## config.mk

```make
export PLATFORM = sky130hd
export DESIGN_NAME = chfef_flags
export DESIGN_NICKNAME = d
export VERILOG_FILES = /design/src/verilog/chfef_pkg.sv /design/src/verilog/chfef_flags.sv
export SDC_FILE = /design/constraint.sdc
export NUM_CORES = 1
export LEC_CHECK = 0
export ABC_AREA = 1
export BUFFER_PORTS_ARGS = -buffer_cell sky130_fd_sc_hd__buf_4
export CORE_MARGIN = 3
export CORE_UTILIZATION = 58
export CTS_CLUSTER_SIZE = 8
export DETAILED_ROUTE_END_ITERATION = 8
export PLACE_DENSITY = 0.82
export SETUP_SLACK_MARGIN = 0.02
export SLEW_MARGIN = 15
export SYNTH_ARGS = -nofsm -noshare
export SYNTH_HDL_FRONTEND = slang
export SYNTH_SLANG_ARGS = --single-unit
```

## constraint.sdc

```tcl
create_clock -name clk_sys -period 2.84 [get_ports clk_sys]
set_input_delay 0.142 -clock clk_sys [delete_from_list [all_inputs] [get_ports clk_sys]]
set_output_delay 0.142 -clock clk_sys [all_outputs]
set_load 0.05 [all_outputs]
```

## src/verilog/chfef_pkg.sv

```systemverilog
// Package for the charger fault and event flag block
// Assumes a host-side serial bridge turns bus transfers into the simple register strobes used here
package chfef_pkg;

  localparam int unsigned ADDR_W      = 8;
  localparam int unsigned DATA_W      = 8;

  // Register offsets
  localparam logic [7:0] REG_MASK1_OFS = 8'h01;
  localparam logic [7:0] REG_MASK2_OFS = 8'h02;
  localparam logic [7:0] REG_FLAGS1_OFS = 8'h03;
  localparam logic [7:0] REG_FLAGS2_OFS = 8'h04;

  // Reset values and reserved-bit write mask
  localparam logic [7:0] FLAGS_RESET  = 8'h00;
  localparam logic [7:0] MASK_RESET   = 8'h00;
  localparam logic [7:0] MASK2_WMASK  = 8'h7F;

  // Field positions, first flag register
  localparam int unsigned F1_INPUT_OV     = 7;
  localparam int unsigned F1_INPUT_CUR    = 6;
  localparam int unsigned F1_CELL_VOLT    = 5;
  localparam int unsigned F1_BATT_CUR     = 4;
  localparam int unsigned F1_OUT_VOLT     = 3;
  localparam int unsigned F1_IN_THERM     = 2;
  localparam int unsigned F1_BATT_THERM   = 1;
  localparam int unsigned F1_REVERSE      = 0;

  // Field positions, second flag register
  localparam int unsigned F2_RESERVED     = 7;
  localparam int unsigned F2_CONV_DONE    = 6;
  localparam int unsigned F2_DROP_ALARM   = 5;
  localparam int unsigned F2_DROP_OV      = 4;
  localparam int unsigned F2_SUPPLY_ATT   = 3;
  localparam int unsigned F2_CELL_ATT     = 2;
  localparam int unsigned F2_DIE_HOT      = 1;
  localparam int unsigned F2_INPUT_OC     = 0;

  // Condition inputs from the analog comparators and converter
  typedef struct packed {
    logic input_overvoltage;
    logic input_current_regulating;
    logic cell_voltage_regulating;
    logic battery_current_regulating;
    logic output_voltage_regulating;
    logic input_thermistor_hot;
    logic input_thermistor_channel;
    logic battery_thermistor_hot;
    logic battery_thermistor_channel;
    logic reverse_current;
    logic conversion_done;
    logic one_shot_mode;
    logic converter_enabled;
    logic drop_alarm;
    logic drop_overvoltage;
    logic supply_above_uvlo;
    logic cell_above_insert;
    logic die_overheat;
    logic input_overcurrent;
  } chfef_cond_t;

  // Register access strobes from the serial bridge
  typedef struct packed {
    logic       rd_en;
    logic       wr_en;
    logic [7:0] addr;
    logic [7:0] wdata;
  } chfef_req_t;

endpackage
```

## src/verilog/chfef_flags.sv

```systemverilog
// Fault and event flag registers with masks and host interrupt
// Operation
// - All flags clear on reset low, register-reset command, or watchdog expiry.
// - Bit 7 of register 03h latches input over-voltage; reading clears flags.
// - Bit 6 of 03h sets while input current loop regulates.
// - Bit 5 of 03h sets while cell voltage loop regulates.
// - Bit 4 of 03h sets while battery current loop regulates.
// - Bit 3 of 03h sets while output voltage loop regulates.
// - Bit 2 of 03h sets on input thermistor hot, channel active only.
// - Bit 1 of 03h sets on battery thermistor hot, channel active only.
// - Bit 0 of 03h sets on reverse current above threshold.
// - Bit 7 of 04h is reserved and reads 0.
// - Bit 6 of 04h sets on conversion done, one-shot mode only.
// - Bit 3 of 04h sets on either supply UVLO crossing while converter enabled.
// - Bit 2 of 04h sets on either cell insert crossing while converter enabled.
// - Bit 1 of 04h sets on die over-temperature.
// - Bits 5 and 4 of 04h flag drop alarm and drop over-voltage.
// - Bit 0 of 04h flags input over-current.
// - Each flag has a same-position mask bit; masks clear on the same resets as flags, not on reading.
// Assumes condition inputs are synchronous to clk_sys and bus strobes are one-cycle pulses
`timescale 1ns/1ps
module chfef_flags
  import chfef_pkg::*;
(
  // Clock and reset
  input  wire logic              clk_sys,
  input  wire logic              rst_n,
  // Soft reset sources
  input  wire logic              reg_rst,
  input  wire logic              wdt_expire,
  // Event conditions
  input  wire chfef_cond_t       cond,
  // Register access
  input  wire chfef_req_t        req,
  output logic [DATA_W-1:0]      rd_data_q,
  // Host interrupt
  output logic                   irq_q
);

  ////////////////////////////////////////////////////////////////////////////
  // Event detection

  logic [7:0] ev1;
  logic [7:0] ev2;
  logic       uvlo_prev_q;
  logic       uvlo_prev_d;
  logic       ins_prev_q;
  logic       ins_prev_d;

  always_comb begin
    ev1                = 8'h00;
    ev2                = 8'h00;
    ev1[F1_INPUT_OV]   = cond.input_overvoltage;
    ev1[F1_INPUT_CUR]  = cond.input_current_regulating;
    ev1[F1_CELL_VOLT]  = cond.cell_voltage_regulating;
    ev1[F1_BATT_CUR]   = cond.battery_current_regulating;
    ev1[F1_OUT_VOLT]   = cond.output_voltage_regulating;
    ev1[F1_IN_THERM]   = cond.input_thermistor_hot & cond.input_thermistor_channel;
    ev1[F1_BATT_THERM] = cond.battery_thermistor_hot & cond.battery_thermistor_channel;
    ev1[F1_REVERSE]    = cond.reverse_current;
    ev2[F2_CONV_DONE]  = cond.conversion_done & cond.one_shot_mode;
    ev2[F2_DROP_ALARM] = cond.drop_alarm;
    ev2[F2_DROP_OV]    = cond.drop_overvoltage;
    ev2[F2_SUPPLY_ATT] = cond.converter_enabled & (cond.supply_above_uvlo ^ uvlo_prev_q);
    ev2[F2_CELL_ATT]   = cond.converter_enabled & (cond.cell_above_insert ^ ins_prev_q);
    ev2[F2_DIE_HOT]    = cond.die_overheat;
    ev2[F2_INPUT_OC]   = cond.input_overcurrent;
    uvlo_prev_d        = cond.supply_above_uvlo;
    ins_prev_d         = cond.cell_above_insert;
  end

  always_ff @(posedge clk_sys or negedge rst_n) begin
    if (!rst_n) begin
      uvlo_prev_q <= 1'b0;
      ins_prev_q  <= 1'b0;
    end else begin
      uvlo_prev_q <= uvlo_prev_d;
      ins_prev_q  <= ins_prev_d;
    end
  end

  ////////////////////////////////////////////////////////////////////////////
  // Flags, masks, read port and interrupt

  logic [7:0] flags1_q;
  logic [7:0] flags1_d;
  logic [7:0] flags2_q;
  logic [7:0] flags2_d;
  logic [7:0] mask1_q;
  logic [7:0] mask1_d;
  logic [7:0] mask2_q;
  logic [7:0] mask2_d;
  logic [7:0] rd_data_d;
  logic       irq_d;
  logic       soft_rst;

  always_comb begin
    soft_rst  = reg_rst | wdt_expire;
    flags1_d  = flags1_q;
    flags2_d  = flags2_q;
    mask1_d   = mask1_q;
    mask2_d   = mask2_q;
    rd_data_d = rd_data_q;
    if (req.rd_en) begin
      case (req.addr)
        REG_MASK1_OFS:  rd_data_d = mask1_q;
        REG_MASK2_OFS:  rd_data_d = mask2_q;
        REG_FLAGS1_OFS: rd_data_d = flags1_q;
        REG_FLAGS2_OFS: rd_data_d = flags2_q;
        default:        rd_data_d = 8'h00;
      endcase
      if (req.addr == REG_FLAGS1_OFS) begin
        flags1_d = FLAGS_RESET;
      end
      if (req.addr == REG_FLAGS2_OFS) begin
        flags2_d = FLAGS_RESET;
      end
    end
    if (req.wr_en && req.addr == REG_MASK1_OFS) begin
      mask1_d = req.wdata;
    end
    if (req.wr_en && req.addr == REG_MASK2_OFS) begin
      mask2_d = req.wdata & MASK2_WMASK;
    end
    flags1_d = flags1_d | ev1;
    flags2_d = (flags2_d | ev2) & MASK2_WMASK;
    if (soft_rst) begin
      flags1_d = FLAGS_RESET;
      flags2_d = FLAGS_RESET;
      mask1_d  = MASK_RESET;
      mask2_d  = MASK_RESET;
    end
    irq_d = |((flags1_d & ~mask1_d) | (flags2_d & ~mask2_d));
  end

  always_ff @(posedge clk_sys or negedge rst_n) begin
    if (!rst_n) begin
      flags1_q  <= FLAGS_RESET;
      flags2_q  <= FLAGS_RESET;
      mask1_q   <= MASK_RESET;
      mask2_q   <= MASK_RESET;
      rd_data_q <= 8'h00;
      irq_q     <= 1'b0;
    end else begin
      flags1_q  <= flags1_d;
      flags2_q  <= flags2_d;
      mask1_q   <= mask1_d;
      mask2_q   <= mask2_d;
      rd_data_q <= rd_data_d;
      irq_q     <= irq_d;
    end
  end

  ////////////////////////////////////////////////////////////////////////////
  // Assertions

  a_soft_reset_clears: assert property (@(posedge clk_sys) disable iff (!rst_n)
    (reg_rst || wdt_expire) |=> (flags1_q == 8'h00 && flags2_q == 8'h00 && mask1_q == 8'h00))
    else $error("flags not cleared by soft reset");

  a_ov_flag_sticky: assert property (@(posedge clk_sys) disable iff (!rst_n)
    (cond.input_overvoltage && !reg_rst && !wdt_expire) ##1
    (!reg_rst && !wdt_expire && !(req.rd_en && req.addr == REG_FLAGS1_OFS))
    |=> flags1_q[F1_INPUT_OV])
    else $error("over-voltage flag lost before read");

  a_read_clears_flags: assert property (@(posedge clk_sys) disable iff (!rst_n)
    (req.rd_en && req.addr == REG_FLAGS1_OFS && ev1 == 8'h00)
    |=> (flags1_q == 8'h00 && rd_data_q == $past(flags1_q)))
    else $error("read of first flag register did not clear it");

  a_therm_gated: assert property (@(posedge clk_sys) disable iff (!rst_n)
    ($rose(flags1_q[F1_IN_THERM])) |-> $past(cond.input_thermistor_channel))
    else $error("input thermistor flag set with channel off");

  a_reserved_zero: assert property (@(posedge clk_sys) disable iff (!rst_n)
    !flags2_q[F2_RESERVED] && !mask2_q[F2_RESERVED])
    else $error("reserved bit set");

  a_done_oneshot: assert property (@(posedge clk_sys) disable iff (!rst_n)
    (cond.conversion_done && !cond.one_shot_mode && !flags2_q[F2_CONV_DONE])
    |=> !flags2_q[F2_CONV_DONE])
    else $error("conversion flag set outside one-shot mode");

  a_supply_edge: assert property (@(posedge clk_sys) disable iff (!rst_n)
    (cond.converter_enabled && $changed(cond.supply_above_uvlo) && !reg_rst && !wdt_expire)
    |=> flags2_q[F2_SUPPLY_ATT])
    else $error("supply crossing not flagged");

  a_irq_follows: assert property (@(posedge clk_sys) disable iff (!rst_n)
    irq_q == |((flags1_q & ~mask1_q) | (flags2_q & ~mask2_q)))
    else $error("interrupt disagrees with unmasked flags");

  a_event_on_read: assert property (@(posedge clk_sys) disable iff (!rst_n)
    (req.rd_en && req.addr == REG_FLAGS2_OFS && cond.die_overheat && !reg_rst && !wdt_expire)
    |=> flags2_q[F2_DIE_HOT])
    else $error("event lost during clearing read");

  a_mask2_soft_clear: assert property (@(posedge clk_sys) disable iff (!rst_n)
    (reg_rst || wdt_expire) |=> (mask2_q == 8'h00))
    else $error("second mask not cleared by soft reset");

  a_cell_edge: assert property (@(posedge clk_sys) disable iff (!rst_n)
    (cond.converter_enabled && $changed(cond.cell_above_insert) && !reg_rst && !wdt_expire)
    |=> flags2_q[F2_CELL_ATT])
    else $error("cell crossing not flagged");

  a_batt_therm_gated: assert property (@(posedge clk_sys) disable iff (!rst_n)
    ($rose(flags1_q[F1_BATT_THERM])) |-> $past(cond.battery_thermistor_channel))
    else $error("battery thermistor flag set with channel off");

  a_read_clears_second: assert property (@(posedge clk_sys) disable iff (!rst_n)
    (req.rd_en && req.addr == REG_FLAGS2_OFS && ev2 == 8'h00)
    |=> (flags2_q == 8'h00 && rd_data_q == $past(flags2_q)))
    else $error("read of second flag register did not clear it");

  a_die_hot_sets: assert property (@(posedge clk_sys) disable iff (!rst_n)
    (cond.die_overheat && !reg_rst && !wdt_expire)
    |=> flags2_q[F2_DIE_HOT])
    else $error("die over-temperature not flagged");

endmodule

```

Yosys cells after proc, flatten, opt, wreduce, memory -nomap -nowiden --
Index checks and enable logic that the tools add are counted.
Operators by class: multiplexer cells 11, equality and inequality tests 4, reduce and logical (&&, ||, !) cells 3, bitwise operators 15
Operators with widths (number):
- $mux 8 | 7
- $pmux 8 s4 | 1
- $mux 7 | 3
- $eq 8x2->1 const B | 2
- $not 8->8 | 2
- $or 8x8->8 | 2
- $and 7x8->8 | 1
- $and 8x8->8 | 1
- $eq 8x1->1 const B | 1
- $eq 8x3->1 const B | 1
- $reduce_or 8->1 | 1
- $or 7x7->7 | 1
- $and 1x1->1 | 5
- $logic_and 1x1->1 | 2
- $xor 1x1->1 | 2
- $or 1x1->1 | 1
Word-level totals: word-level logic and storage cells 41, flip-flop bits (word level) 42

Logic depth before layout (Yosys ltp) --
depth in word-level cells 8, mapped depth 13

Least setup slack after synthesis --
OpenSTA, ideal clock, no wires.
kind input-to-reg, start point input port req[15] (netlist bit), end point register irq_q, slack 1566 ps, arrival time 1155 ps, library setup time 119 ps, required time 2721 ps, cell stages on the path 11, path through nor2_1 nand2_2 nor2_4 buf_6 a21oi_2 nor2_4 nor2_1 nor2_1 nand2_1 nor2_1 nand2_1
Between the ends: word-level cells in the longest chain between the ends 8
Ends and longest elaborated chain:
- start, declared | line chfef_flags.sv:34 | input wire chfef_req_t req,
- $eq 8x1->1 | line chfef_flags.sv:119 | if (req.wr_en && req.addr == REG_MASK1_OFS) begin
- $logic_and 1x1->1 | line chfef_flags.sv:119
- $mux 8 | line chfef_flags.sv:119
- $mux 8 | line chfef_flags.sv:127 | if (soft_rst) begin
- via mask1_d[5] | line chfef_flags.sv:90 | logic [7:0] mask1_d;
- $not 8->8 | line chfef_flags.sv:133 | irq_d = |((flags1_d & ~mask1_d) | (flags2_d & ~mask2_d));
- $and 8x8->8 | line chfef_flags.sv:133
- $or 8x8->8 | line chfef_flags.sv:133
- $reduce_or 8->1 | line chfef_flags.sv:133
- via irq_d | line chfef_flags.sv:94 | logic irq_d;
- end signal, assigned | line chfef_flags.sv:150 | irq_q <= irq_d;
- end, declared | line chfef_flags.sv:37 | output logic irq_q
The timed path passes the listed nets, and every way through them passes these cells. A chain may end at the register's enable or synchronous reset.

Worst setup path in the final report --
start point input port req[15] (netlist bit), end point register irq_q
Between the ends: word-level cells in the longest chain between the ends 8
Ends and longest elaborated chain:
- $eq 8x2->1, or another cell as far along | line chfef_flags.sv:112 | if (req.addr == REG_FLAGS1_OFS) begin
- $mux 8, or another cell as far along | line chfef_flags.sv:112
- $mux 8, or another cell as far along | line chfef_flags.sv:104 | if (req.rd_en) begin
- $or 8x8->8, or another cell as far along | line chfef_flags.sv:125 | flags1_d = flags1_d | ev1;
- $mux 8, or another cell as far along | line chfef_flags.sv:127
- $and 8x8->8 / $and 7x8->8 (equally long branches) | line chfef_flags.sv:133
- $or 8x8->8 (*) | line chfef_flags.sv:133
- $reduce_or 8->1 (*) | line chfef_flags.sv:133
- via irq_d | line chfef_flags.sv:94
The timed path passes the listed nets; every way through them passes the cells marked *.

==> reports/results.tsv <==
stage	metric	value	unit
clock_network	root_buffer	clkbuf_8	
clock_network	cts_setup_buffers	0	
yosys	synth.area.top_cells	dfrtp_1, nand2_1, nor2_1	
detailed_routing	vias_per_cell	5.277	
placed_design	dp_hpwl	4027	µm
setup_path	r2r_end	irq_q	
placed_design	place_congestion	0.8877	
setup_path	startpoint	req[15]	
timing	hold_viol_final	0	
yosys	yosys_warnings	0	
setup_path	regToRegSetupSlack	1.65	ns
yosys	synth_top_area_share	45.88	%
hold_path	min_path_type	in2reg	
placed_design	portBuffers	49	
clock_network	clk_path_buf_depth	2	
timing	final_min_period_over_clock_period	51.50	%
detailed_routing	wire_per_inst	14.11	µm
yosys	syn_inst	299	
finish	nets	394	
yosys	synthTopCellsByCount	nand2_1, dfrtp_1, nor2_1, inv_1, nand3_1	
clock_network	cts-buffers-inserted	5	
floorplanning	fp.dieW	68.85	µm
yosys	ys_seq_area_share	45.88	%
finish	drive_above_1_share	25.78	%
yosys	yosysMostFrequentCell	nand2_1	
grt	grt_pass1_vias	1969	
detailed_routing	drc	0	
timing	fin_skew	0.003603	ns
clock_network	clock-sinks	42	
job	cap_viol_max_count	0	
setup_path	critPathRequiredTime	3.04	ns
setup_path	path_class	in2reg	
setup_path	r2r_cells	9	
timing	fmax	0.6837	GHz
floorplanning	initial_core_util	61.20	%
clock_network	clkTransAtPathRegs	0.08	ns
yosys	synth_edf_count	0	
grt	grt_pass1_wl	8956	µm
yosys	synth_fp_nets	340	
yosys	synth_largest_area_cell	dfrtp_1	
pwr	ir_worst_vdd	434.6	µV
grt	grtUsageMet1	33.93	%
grt	grtUsageMet2	43.93	%
clock_network	cts_tree	built	
detailed_routing	drtIter0Drc	164	
clock_network	clk_latency	0.31	ns
timing	relSlewSlack	58.04	%
yosys	synth_area	2291	µm²
yosys	async_flop_share	100.0	%
timing	finalSetupTns	0	ns
grt	grt_max_degree	43	
timing	tightestPinTransition	0.6287	ns
hold_path	holdPathStages	3	
finish	antenna-diode-count	0	
timing	setup_viol	0	
timing	setup_ws	1.377	ns
grt	top_usage_layer	met2	
yosys	synth.distinct_cells	27	
grt	overflow	0	
placed_design	dp_cells	391	
grt	use_met3	6.321	%
yosys	ys_seq_elements	42	
grt	grt_usage	26.66	%
detailed_routing	routed_wirelength	5659	µm
yosys	synthFlopType	dfrtp_1	
detailed_routing	final_antenna_net_count	0	
clock_network	ctsResizeCount	0	
pwr	powerDensity	448.2	nW/µm²
setup_path	crit_end	irq_q	
status	run_status	finished clean	
placed_design	dp_worst_setup_slack	1.093	ns
finish	area_growth	23.81	%
detailed_routing	drt-pass1-iter-count	5	
timing	period_minus_slack	1.463	ns
pwr	leakage	1.536	nW
yosys	avgSynthCellArea	7.662	µm²
grt	antenna_found_initial	0	
placed_design	placed_area	2694	µm²
setup_path	crit_path_end_kind	flip-flop	
timing	rsz0062_at_grt	false	
clock_network	h-tree-depth	2	
pwr	power	0.001271	W
detailed_routing	vias	2116	
timing	slew_violations	0	
setup_path	cp-start-kind	input pin	
floorplanning	die_area	4740	µm²
finish	finalInstanceArea	2836	µm²
floorplanning	boundaryPins	50	
setup_path	r2r_start	uvlo_prev_q	
floorplanning	std_cell_rows	22	
floorplanning	core	3744	µm²
finish	finalNonFillerCells	401	
setup_path	critPathMaxFanout	17	
floorplanning	die_h	68.85	µm
setup_path	crit_arrival	1.66	ns
worst min-delay path by stage:
stage,to,slack (ns),from
final,flags2_q[1],0.09,cond[1]
after global routing,flags2_q[0],0.10,cond[0]
after CTS,flags2_q[1],0.09,cond[1]
after detailed placement,rd_data_q[5],0.15,rst_n
after global placement,rd_data_q[5],0.16,rst_n
after floorplan,flags1_q[0],-0.15,rst_n
sequential cells by signal (all words and copies together) (netlist names):
signal and flops:
flags1_q 8, rd_data_q 8, irq_q 1, mask1_q 8
uvlo_prev_q 1, ins_prev_q 1, mask2_q 8, flags2_q 7
per-layer routing:
metal,part of all wire (%),vias up
met1,42,993
met4,1.5,0
met5,0,-
li1,-,1036
met2,50,78
met3,6.8,9
cell type report:
class	count	area (µm²)
clock buffers	6	82.58
clock inverters	1	30.03
fillers	304	907.1
inverters	39	148.9
multi-input cells	210	1044
flip-flops and latches	42	1051
well taps	48	60.06
repair buffers	55	420.4
stage by stage:
step           hold slack [ns]  util, %
2_1_floorplan          -0.1536        -
3_3_place_gp            0.1597    71.96
5_1_grt                 0.1005    75.77
6_report               0.09334    75.77
3_5_place_dp            0.1514    71.96
4_1_cts                0.09438    75.77
kinds of logic after synthesis:
family	share of synthesized area, %
multiplexers	3.932
AND/OR/NAND/NOR	38.01
buffers and inverters	8.574
XOR/XNOR	0.7647
flip-flops	45.88
AO/OA/AOI/OAI	2.840
power breakdown:
part / total [W] / leakage (nW) / internal, W / switching, W
sequential: 0.000616 / 0.570 / 0.000610 / 0.00000651
combinational: 0.000159 / 0.908 / 0.0000683 / 0.0000910
clock: 0.000496 / 0.0573 / 0.000281 / 0.000214
total: 0.00127 / 1.54 / 0.000959 / 0.000312
repair_timing:
action	in CTS	in global routing
hold buffers	3	0
endpoints found under the hold margin	44	0
endpoints found under the setup margin	0	0
worst max-delay path: stages:
cell	delay [ns]
buf_4	0.10
nor2_1	0.11
nand2_2	0.11
nor2_4	0.41
nand2_1	0.18
nand2_1	0.10
nand2_1	0.07
nand3_1	0.07
nand2_1	0.08
inv_1	0.07
nand2_1	0.06
nor2_1	0.09
nand2_1	0.06
layout by cell type (no fill, tap or decap), drive strengths merged, types with 2 or more instances in the layout:
master and count:
a21oi 7, xor2 2, nand3 28, mux2 8, nand4 6, nand2 101
nand3b 3, inv 39, dfrtp 42, nor2 51, clkbuf 6, buf 52
dlygate4sd3 3
No activity file was read; power rests on OpenSTA's default activity.
